$ cat config.mk
export PLATFORM = sky130hd
export DESIGN_NAME = sensor_system_interrupt_control
export DESIGN_NICKNAME = d
export VERILOG_FILES = /design/src/hw/sensor_ctrl_pkg.sv /design/src/hw/irq_pin_driver.sv /design/src/hw/sensor_system_interrupt_control.sv
export SDC_FILE = /design/constraint.sdc
export NUM_CORES = 1
export LEC_CHECK = 0
export ABC_CLOCK_PERIOD_IN_PS = 1600
export BUFFER_PORTS_ARGS = -buffer_cell sky130_fd_sc_hd__buf_2
export CAP_MARGIN = 20
export CORE_MARGIN = 4
export CORE_UTILIZATION = 47
export DETAILED_ROUTE_END_ITERATION = 12
export GPL_ROUTABILITY_DRIVEN = 0
export GPL_TIMING_DRIVEN = 0
export HOLD_SLACK_MARGIN = 0.02
export PLACE_DENSITY = 0.76
export SLEW_MARGIN = 20
export SYNTH_ARGS = -nofsm -noshare
export SYNTH_HDL_FRONTEND = slang
export SYNTH_SLANG_ARGS = --single-unit
$ cat constraint.sdc
create_clock -name ref_clk -period 1.6 [get_ports ref_clk]
set_clock_uncertainty 0.15 [all_clocks]
set_input_delay 0.32 -clock ref_clk [delete_from_list [all_inputs] [get_ports ref_clk]]
set_output_delay 0.32 -clock ref_clk [all_outputs]
set_load 0.05 [all_outputs]
$ cat src/hw/sensor_ctrl_pkg.sv
// constants for the sensor control register group
package sensor_ctrl_pkg;
  localparam logic [7:0] SYS_CTRL_TWO_ADDR = 8'h2b;
  localparam logic [7:0] IRQ_WAKE_PIN_ADDR = 8'h2c;
  localparam logic [7:0] IRQ_SRC_EN_ADDR = 8'h2d;
  localparam logic [7:0] IRQ_ROUTING_ADDR = 8'h2e;
  localparam logic [7:0] SYS_CTRL_TWO_RESET = 8'h00;
  localparam logic [7:0] IRQ_WAKE_PIN_RESET = 8'h00;
  localparam logic [7:0] IRQ_SRC_EN_RESET = 8'h00;
  localparam logic [7:0] IRQ_ROUTING_RESET = 8'h00;
  // system control two fields
  localparam int SELF_TEST_BIT = 7;
  localparam int SOFT_RESET_BIT = 6;
  localparam int SLEEP_SCHEME_LSB = 3;
  localparam int AUTO_SLEEP_BIT = 2;
  localparam int WAKE_SCHEME_LSB = 0;
  // wake and pin control fields
  localparam int ORIENT_WAKE_BIT = 5;
  localparam int FFMT_WAKE_BIT = 3;
  localparam int POLARITY_BIT = 1;
  localparam int OUT_TYPE_BIT = 0;
  // source bit positions, shared by enable and routing registers
  localparam int SRC_SLEEP_BIT = 7;
  localparam int SRC_ORIENT_BIT = 4;
  localparam int SRC_FFMT_BIT = 2;
  localparam int SRC_DRDY_BIT = 0;
  localparam logic [7:0] SRC_MASK = 8'h95;
  // boot time after a software reset
  localparam int BOOT_TIME_NS = 1000;
  localparam int CLK_PERIOD_NS = 20;
  localparam int BOOT_CYCLES = (BOOT_TIME_NS + CLK_PERIOD_NS - 1) /
    CLK_PERIOD_NS;
  typedef enum logic [1:0] {
    SCHEME_NORMAL,
    SCHEME_LOW_NOISE,
    SCHEME_HIGH_RES,
    SCHEME_LOW_POWER
  } power_scheme_t;
  typedef enum logic [1:0] {
    MODE_STANDBY,
    MODE_WAKE,
    MODE_SLEEP
  } op_mode_t;
endpackage

$ cat src/hw/irq_pin_driver.sv
// one interrupt pin with polarity and output type
`timescale 1ns/1ps
`default_nettype none
module irq_pin_driver
  import sensor_ctrl_pkg::*;
(
  // clock and reset
  input wire logic ref_clk,
  input wire logic rst_sync_n,
  // configuration
  input wire logic active_high,
  input wire logic open_drain,
  // request
  input wire logic irq_active,
  // pad
  output logic pin_out,
  output logic pin_oe_n
);
  logic level_reg;
  logic level_next;
  logic oe_n_reg;
  logic oe_n_next;

  always_comb begin
    level_next = irq_active ~^ active_high;
    // open drain: drive only the low level, else release
    oe_n_next = open_drain & level_next;
  end

  always_ff @(posedge ref_clk or negedge rst_sync_n) begin
    if (!rst_sync_n) begin
      level_reg <= 1'b1;
      oe_n_reg <= 1'b0;
    end else begin
      level_reg <= level_next;
      oe_n_reg <= oe_n_next;
    end
  end

  assign pin_out = level_reg;
  assign pin_oe_n = oe_n_reg;
endmodule
`default_nettype wire

$ cat src/hw/sensor_system_interrupt_control.sv
// control register group of the accelerometer with interrupt pins
// Behaviour
// - self-test bit 7 of system control two shifts X, Y, Z outputs
// - soft reset bit 6 of system control two works in standby or active
// - writing 1 to reset bit resets at once and reloads all defaults
// - soft reset also resets the serial access logic
// - reset bit clears at end of boot; it always reads as zero
// - bits 4-3 select sleep power scheme, default 00
// - bits 1-0 select wake power scheme, default 00
// - scheme codes: 00 normal, 01 low noise, 10 high res, 11 low power
// - oversampling ratio per data rate and scheme follows the fixed table
// - bit 2 enables automatic sleep, off by default
// - bit 5 of pin control lets orientation wake the device
// - bit 3 of pin control lets freefall or motion wake the device
// - bit 1 sets pin polarity: 0 active low, 1 active high
// - bit 0 sets pin type: 0 push-pull, 1 open-drain
// - enables: sleep transition 7, orientation 4, freefall 2, ready 0
// - sources reach the controller only while enabled
// - routing bit 0 sends a source to pin two, 1 to pin one
// - with auto sleep on, wake needs both the source enable and its wake permission
// - without auto sleep the device never enters sleep
// - with its enable set, each wake/sleep change raises an interrupt
`timescale 1ns/1ps
`default_nettype none
module sensor_system_interrupt_control
  import sensor_ctrl_pkg::*;
#(
  parameter int BOOT_LEN = BOOT_CYCLES
)(
  // clock and reset
  input wire logic ref_clk,
  input wire logic rst_n,
  // register port from the serial interface
  input wire logic reg_wr,
  input wire logic reg_rd,
  input wire logic [7:0] reg_addr,
  input wire logic [7:0] reg_wdata,
  output logic [7:0] reg_rdata,
  output logic serial_reset,
  // operating mode and timing
  input wire logic active_mode,
  input wire logic sleep_timeout,
  input wire logic [2:0] data_rate,
  // pending events of the detection functions and their pin routing
  input wire logic orient_event,
  input wire logic ffmt_event,
  input wire logic drdy_event,
  input wire logic [7:0] routing,
  // controls toward the sensor core
  output logic self_test_enable,
  output logic [1:0] sleep_power_scheme,
  output logic [1:0] wake_power_scheme,
  output logic [10:0] oversample_ratio,
  output logic asleep,
  output logic booting,
  // interrupt pads
  output logic interrupt_pin_first_out,
  output logic interrupt_pin_first_oe_n,
  output logic interrupt_pin_second_out,
  output logic interrupt_pin_second_oe_n
);
  logic rst_meta_reg;
  logic rst_sync_n;
  logic [7:0] ctrl_two_reg;
  logic [7:0] ctrl_two_next;
  logic [7:0] pin_ctrl_reg;
  logic [7:0] pin_ctrl_next;
  logic [7:0] src_en_reg;
  logic [7:0] src_en_next;
  logic [7:0] rdata_reg;
  logic [7:0] rdata_next;
  logic [$clog2(BOOT_LEN+1)-1:0] boot_cnt_reg;
  logic [$clog2(BOOT_LEN+1)-1:0] boot_cnt_next;
  op_mode_t mode_reg;
  op_mode_t mode_next;
  logic sleep_flag_reg;
  logic sleep_flag_next;
  logic soft_reset_req;
  logic wake_req;
  logic [7:0] pending;
  logic first_active;
  logic second_active;

  always_ff @(posedge ref_clk or negedge rst_n) begin
    if (!rst_n) begin
      rst_meta_reg <= 1'b0;
      rst_sync_n <= 1'b0;
    end else begin
      rst_meta_reg <= 1'b1;
      rst_sync_n <= rst_meta_reg;
    end
  end

  // oversampling ratio lookup
  function automatic logic [10:0] os_ratio(input logic [2:0] rate,
                                           input logic [1:0] scheme);
    logic [10:0] r;
    r = 11'h002;
    case (scheme)
      SCHEME_NORMAL: begin
        if (rate == 3'h7)
          r = 11'h080;
        else if (rate != 3'h0)
          r = 11'h004;
      end
      SCHEME_LOW_NOISE: begin
        if (rate == 3'h7)
          r = 11'h020;
        else if (rate != 3'h0)
          r = 11'h004;
      end
      SCHEME_HIGH_RES: begin
        case (rate)
          3'h0: r = 11'h002;
          3'h1: r = 11'h004;
          3'h2: r = 11'h008;
          3'h3: r = 11'h010;
          3'h7: r = 11'h400;
          default: r = 11'h020;
        endcase
      end
      default: begin
        if (rate == 3'h7)
          r = 11'h010;
      end
    endcase
    return r;
  endfunction

  assign soft_reset_req = reg_wr && reg_addr == SYS_CTRL_TWO_ADDR &&
    reg_wdata[SOFT_RESET_BIT];

  // register writes and boot sequence
  always_comb begin
    ctrl_two_next = ctrl_two_reg;
    pin_ctrl_next = pin_ctrl_reg;
    src_en_next = src_en_reg;
    boot_cnt_next = boot_cnt_reg;
    if (soft_reset_req) begin
      ctrl_two_next = SYS_CTRL_TWO_RESET | (8'h01 << SOFT_RESET_BIT);
      pin_ctrl_next = IRQ_WAKE_PIN_RESET;
      src_en_next = IRQ_SRC_EN_RESET;
      boot_cnt_next = BOOT_LEN[$bits(boot_cnt_reg)-1:0];
    end else if (boot_cnt_reg != '0) begin
      boot_cnt_next = boot_cnt_reg - 1'b1;
      if (boot_cnt_reg == 1)
        ctrl_two_next[SOFT_RESET_BIT] = 1'b0;
    end else if (reg_wr) begin
      if (reg_addr == SYS_CTRL_TWO_ADDR)
        ctrl_two_next = reg_wdata;
      else if (reg_addr == IRQ_WAKE_PIN_ADDR)
        pin_ctrl_next = reg_wdata;
      else if (reg_addr == IRQ_SRC_EN_ADDR)
        src_en_next = reg_wdata;
    end
  end

  always_ff @(posedge ref_clk or negedge rst_sync_n) begin
    if (!rst_sync_n) begin
      ctrl_two_reg <= SYS_CTRL_TWO_RESET;
      pin_ctrl_reg <= IRQ_WAKE_PIN_RESET;
      src_en_reg <= IRQ_SRC_EN_RESET;
      boot_cnt_reg <= '0;
    end else begin
      ctrl_two_reg <= ctrl_two_next;
      pin_ctrl_reg <= pin_ctrl_next;
      src_en_reg <= src_en_next;
      boot_cnt_reg <= boot_cnt_next;
    end
  end

  // read data
  always_comb begin
    rdata_next = rdata_reg;
    if (reg_rd) begin
      if (reg_addr == SYS_CTRL_TWO_ADDR)
        rdata_next = ctrl_two_reg & ~(8'h01 << SOFT_RESET_BIT);
      else if (reg_addr == IRQ_WAKE_PIN_ADDR)
        rdata_next = pin_ctrl_reg;
      else if (reg_addr == IRQ_SRC_EN_ADDR)
        rdata_next = src_en_reg;
      else
        rdata_next = 8'h00;
    end
  end

  always_ff @(posedge ref_clk or negedge rst_sync_n) begin
    if (!rst_sync_n)
      rdata_reg <= 8'h00;
    else
      rdata_reg <= rdata_next;
  end

  // wake and sleep sequencing
  assign wake_req = (src_en_reg[SRC_ORIENT_BIT] &
    pin_ctrl_reg[ORIENT_WAKE_BIT] & orient_event) |
    (src_en_reg[SRC_FFMT_BIT] & pin_ctrl_reg[FFMT_WAKE_BIT] &
    ffmt_event);

  always_comb begin
    mode_next = mode_reg;
    sleep_flag_next = sleep_flag_reg;
    if (!src_en_reg[SRC_SLEEP_BIT])
      sleep_flag_next = 1'b0;
    case (mode_reg)
      MODE_STANDBY: begin
        if (active_mode)
          mode_next = MODE_WAKE;
      end
      MODE_WAKE: begin
        if (!active_mode)
          mode_next = MODE_STANDBY;
        else if (ctrl_two_reg[AUTO_SLEEP_BIT] && sleep_timeout) begin
          mode_next = MODE_SLEEP;
          sleep_flag_next = src_en_reg[SRC_SLEEP_BIT];
        end
      end
      default: begin
        if (!active_mode)
          mode_next = MODE_STANDBY;
        else if (wake_req || !ctrl_two_reg[AUTO_SLEEP_BIT]) begin
          mode_next = MODE_WAKE;
          sleep_flag_next = src_en_reg[SRC_SLEEP_BIT];
        end
      end
    endcase
    if (soft_reset_req) begin
      mode_next = MODE_STANDBY;
      sleep_flag_next = 1'b0;
    end
  end

  always_ff @(posedge ref_clk or negedge rst_sync_n) begin
    if (!rst_sync_n) begin
      mode_reg <= MODE_STANDBY;
      sleep_flag_reg <= 1'b0;
    end else begin
      mode_reg <= mode_next;
      sleep_flag_reg <= sleep_flag_next;
    end
  end

  // interrupt gating and routing
  always_comb begin
    pending = 8'h00;
    pending[SRC_SLEEP_BIT] = sleep_flag_reg;
    pending[SRC_ORIENT_BIT] = orient_event;
    pending[SRC_FFMT_BIT] = ffmt_event;
    pending[SRC_DRDY_BIT] = drdy_event;
    pending = pending & src_en_reg & SRC_MASK;
    first_active = |(pending & routing);
    second_active = |(pending & ~routing);
  end

  irq_pin_driver first_pin (
    .ref_clk(ref_clk),
    .rst_sync_n(rst_sync_n),
    .active_high(pin_ctrl_reg[POLARITY_BIT]),
    .open_drain(pin_ctrl_reg[OUT_TYPE_BIT]),
    .irq_active(first_active),
    .pin_out(interrupt_pin_first_out),
    .pin_oe_n(interrupt_pin_first_oe_n)
  );

  irq_pin_driver second_pin (
    .ref_clk(ref_clk),
    .rst_sync_n(rst_sync_n),
    .active_high(pin_ctrl_reg[POLARITY_BIT]),
    .open_drain(pin_ctrl_reg[OUT_TYPE_BIT]),
    .irq_active(second_active),
    .pin_out(interrupt_pin_second_out),
    .pin_oe_n(interrupt_pin_second_oe_n)
  );

  assign reg_rdata = rdata_reg;
  assign booting = boot_cnt_reg != '0;
  assign serial_reset = booting;
  assign self_test_enable = ctrl_two_reg[SELF_TEST_BIT];
  assign sleep_power_scheme = ctrl_two_reg[SLEEP_SCHEME_LSB +: 2];
  assign wake_power_scheme = ctrl_two_reg[WAKE_SCHEME_LSB +: 2];
  assign asleep = mode_reg == MODE_SLEEP;
  assign oversample_ratio = os_ratio(data_rate,
    asleep ? sleep_power_scheme : wake_power_scheme);
endmodule
`default_nettype wire

==> metrics.md <==
| Metric | Value |
|---|---|
| Outcome | `finished, violations left` |
| Violated checks | `negative setup slack` |
| Main synth FF type | `dfrtp_1` |
| H-Tree Depth | `2` |
| Vias per cell | `5.61` |
| Nets | `393` |
| Initial DRC Count | `236` |
| Min setup slack post-route | `-610 ps` |
| R2r worst-path depth | `8` |
| Worst hold path type | `reg -> async` |
| Final slew viol count | `0` |
| CP Buf/Inv Count | `2` |
| Clock power frac | `22.0%` |
| Remaining global-route overflow | `0` |
| Global Route met3 Usage | `4.37%` |
| FF-to-FF Start | `boot_cnt_reg[1]` |
| Synth Area per Inst | `9.32 µm²` |
| Fin. Hold Viols | `0` |
| Most area-hungry cell type in the Yosys netlist | `dfrtp_1` |
| Worst Setup Start Kind | `flop` |
| Vias in the first global route | `2431` |
| Maximum clock path buffer count | `2` |
| Mapped cell area | `2470 µm²` |
| Antenna violations before repair | `0` |
| RSZ-0062 raised after global routing | `yes` |
| Met1 Usage GRT | `29.0%` |
| Int Power | `2.19 mW` |
| Filler instances | `374` |
| Fin area | `3670 µm²` |
| Die Wd | `80.5 µm` |
| Reg2reg end | `pin_ctrl_reg[3]` |
| Worst hold slack | `13.0 ps` |
| DRT Wirelength | `7200 µm` |
| # diodes | `0` |
| Reg2Reg Setup Slack | `-220 ps` |
| Cells after Synth | `265` |
| IO Port Bufs | `57` |
| DP Area | `3090 µm²` |
| Worst path max stage delay | `380 ps` |
| Clk root buf | `clkbuf_8` |
| Max Cap Viol | `0` |
| Worst VDD drop | `0.759 mV` |
| Ys async rst share | `100%` |
| Clk slew on worst S/H paths | `80 ps` |
| Number of synthesized flops with an enable pin | `0` |
| Most Crowded Layer GR | `met2` |
| Setup crit end kind | `output pin` |
| Vias after detailed routing | `2390` |
| Setup TNS | `-8530 ps` |
| Worst Tran Pin Value | `525 ps` |
| Sequential area share after synthesis | `46.7%` |
| Layout area overhead | `48.9%` |
| Sink Count | `46` |
| Sw Ratio | `34.0%` |
| Ports | `67` |
| Final period utilization | `138%` |
| Synth Register Bits | `46` |
| Kind of cell adding the most delay to the critical path | `flip-flops` |
| Pwr dens | `901 nW/µm²` |
| GR Util met2 | `38.4%` |
| DRC errors left | `0` |
| CP max-delay cell | `dfrtp_1` |
| Top area cells in the synthesized netlist | `dfrtp_1 (45%), a21oi_1 (5.1%), mux2i_1 (4.1%)` |
| Crit path time final | `2210 ps` |
| Total clock buffers created by CTS | `5` |
| Share of layout cells above drive strength 1 | `47.2%` |
| Site row count | `26` |
| Pin count of the biggest net entering global routing | `33` |
| Router iterations before antenna repair | `4` |
| CTS tree | `done` |
| Net Sw Power | `1.12 mW` |
| Dpl hpwl | `4690 µm` |
| Lkg Pwr | `1.62 nW` |
| Combinational power share | `36.0%` |
| Worst slew margin | `64.9%` |
| Yosys warns | `0` |
| CP max FO | `6` |
| First-pass GRT wire length | `11400 µm` |
| Setup violators final | `35` |
| Antenna Nets Post-Route | `0` |
| Crit path required time | `1130 ps` |
| Flop pwr share | `42.0%` |
| Die area | `6480 µm²` |
| Latest clock arrival within the worst-skew pair | `300 ps` |
| Critical path class | `reg -> out` |
| CP cell instances | `nand2b_4 > mux2i_4 > buf_12 > nand3b_1 > a21boi_4 > buf_6` |
| Number of distinct library cells after synthesis | `43` |
| Max Clock Freq | `0.453 GHz` |
| Total GRT Usage | `22.7%` |
| CP arrival | `1740 ps` |
| Initial Util | `48.3%` |
| Core area | `5110 µm²` |
| Area share of the largest cell type after synthesis | `44.6%` |
| WL per Instance | `16.9 µm` |
| Chip height | `80.5 µm` |
==> power by group through the flow <==
stage               Clock [mW]  Combinational (mW)  Sequential, mW
floorplan                    0               0.536            1.41
global placement             0               0.670            1.42
detailed placement           0               0.721            1.41
CTS                      0.741               0.966            1.39
global route             0.802                1.28            1.40
finish                   0.730                1.19            1.39
==> metrics by stage <==
step	cells	utilization (%)	power, mW	setup slack, ps
floorplan	268	-	1.95	-390
global placement	395	60.1	2.09	-507
detailed placement	396	60.5	2.14	-550
CTS	422	68.8	3.09	-621
global route	426	72.0	3.48	-702
finish	426	72.0	3.31	-610
==> metal layers <==
layer,up-vias,part of all wire [%]
met5,-,0
met4,0,1.5
met3,14,6.3
met2,98,52
met1,1163,41
li1,1115,-
==> worst max-delay path by stage <==
stage                          end  cells after the start  slack, ps        start
2_1_floorplan  oversample_ratio[4]                      4       -390  mode_reg[1]
3_3_place_gp   oversample_ratio[5]                      5       -510  mode_reg[1]
3_5_place_dp   oversample_ratio[5]                      5       -550  mode_reg[1]
4_1_cts        oversample_ratio[5]                      6       -620  mode_reg[0]
5_1_grt        oversample_ratio[4]                      6       -700  mode_reg[1]
6_report       oversample_ratio[5]                      6       -610  mode_reg[0]
==> area by class of cell <==
cell class	instances	area, µm²	area share (%)
multi-input combinational	192	1550	42.3
sequential	46	1160	31.6
timing repair buffer	81	603	16.4
buffer	16	131	3.58
clock buffer	8	90.1	2.45
tap	70	87.6	2.38
inverter	13	48.8	1.33
==> cell usage after synthesis (5+ instances only) <==
cell type  number
nor3_1         11
buf_2           6
o21ai_0        12
nand3b_1        7
nand2_1        21
nor2_1         17
buf_4           9
o41ai_1         5
inv_1          13
dfrtp_1        44
nand2b_1        9
and2_1          5
a21oi_1        25
nand3_1        19
mux2i_1        10
a22o_1          7
nand4_1         5
==> timing repair <==
action	4_1_cts	5_1_grt
endpoints found under the setup margin	45	47
endpoints found under the hold margin	2	0
resized for setup	43	30
buffers inserted	18	4
hold buffers	1	0
pin swaps	5	20
==> placed cells by master (no fill, tap or decap), types with 7 or more instances in the layout <==
cell / Yosys / routed
nand3b_1: 7 / 7
nand3_1: 19 / 9
mux2i_1: 10 / 8
nand2b_1: 9 / 7
dfrtp_1: 44 / 38
buf_6: 0 / 13
a21oi_2: 0 / 10
inv_1: 13 / 11
a21oi_1: 25 / 14
a22o_1: 7 / 7
buf_2: 6 / 49
o21ai_1: 1 / 7
buf_4: 9 / 23
nor2_1: 17 / 15
nand2_1: 21 / 19
==> logic make-up (layout without fill, tap and decap cells) <==
logic type / Yosys count / after routing / share of synthesized area (%)
muxes: 12 / 12 / 5.07
DFF: 46 / 46 / 46.7
xor gates and xnor gates: 4 / 4 / 1.42
and+or+nand+nor: 108 / 108 / 23.9
buffers and inverters: 30 / 118 / 6.23
AOI/OAI and AO/OA: 61 / 61 / 15.4
adders and majority gates: 2 / 2 / 1.01
other: 2 / 5 / 0.304
Power figures use the tool's default switching activity.
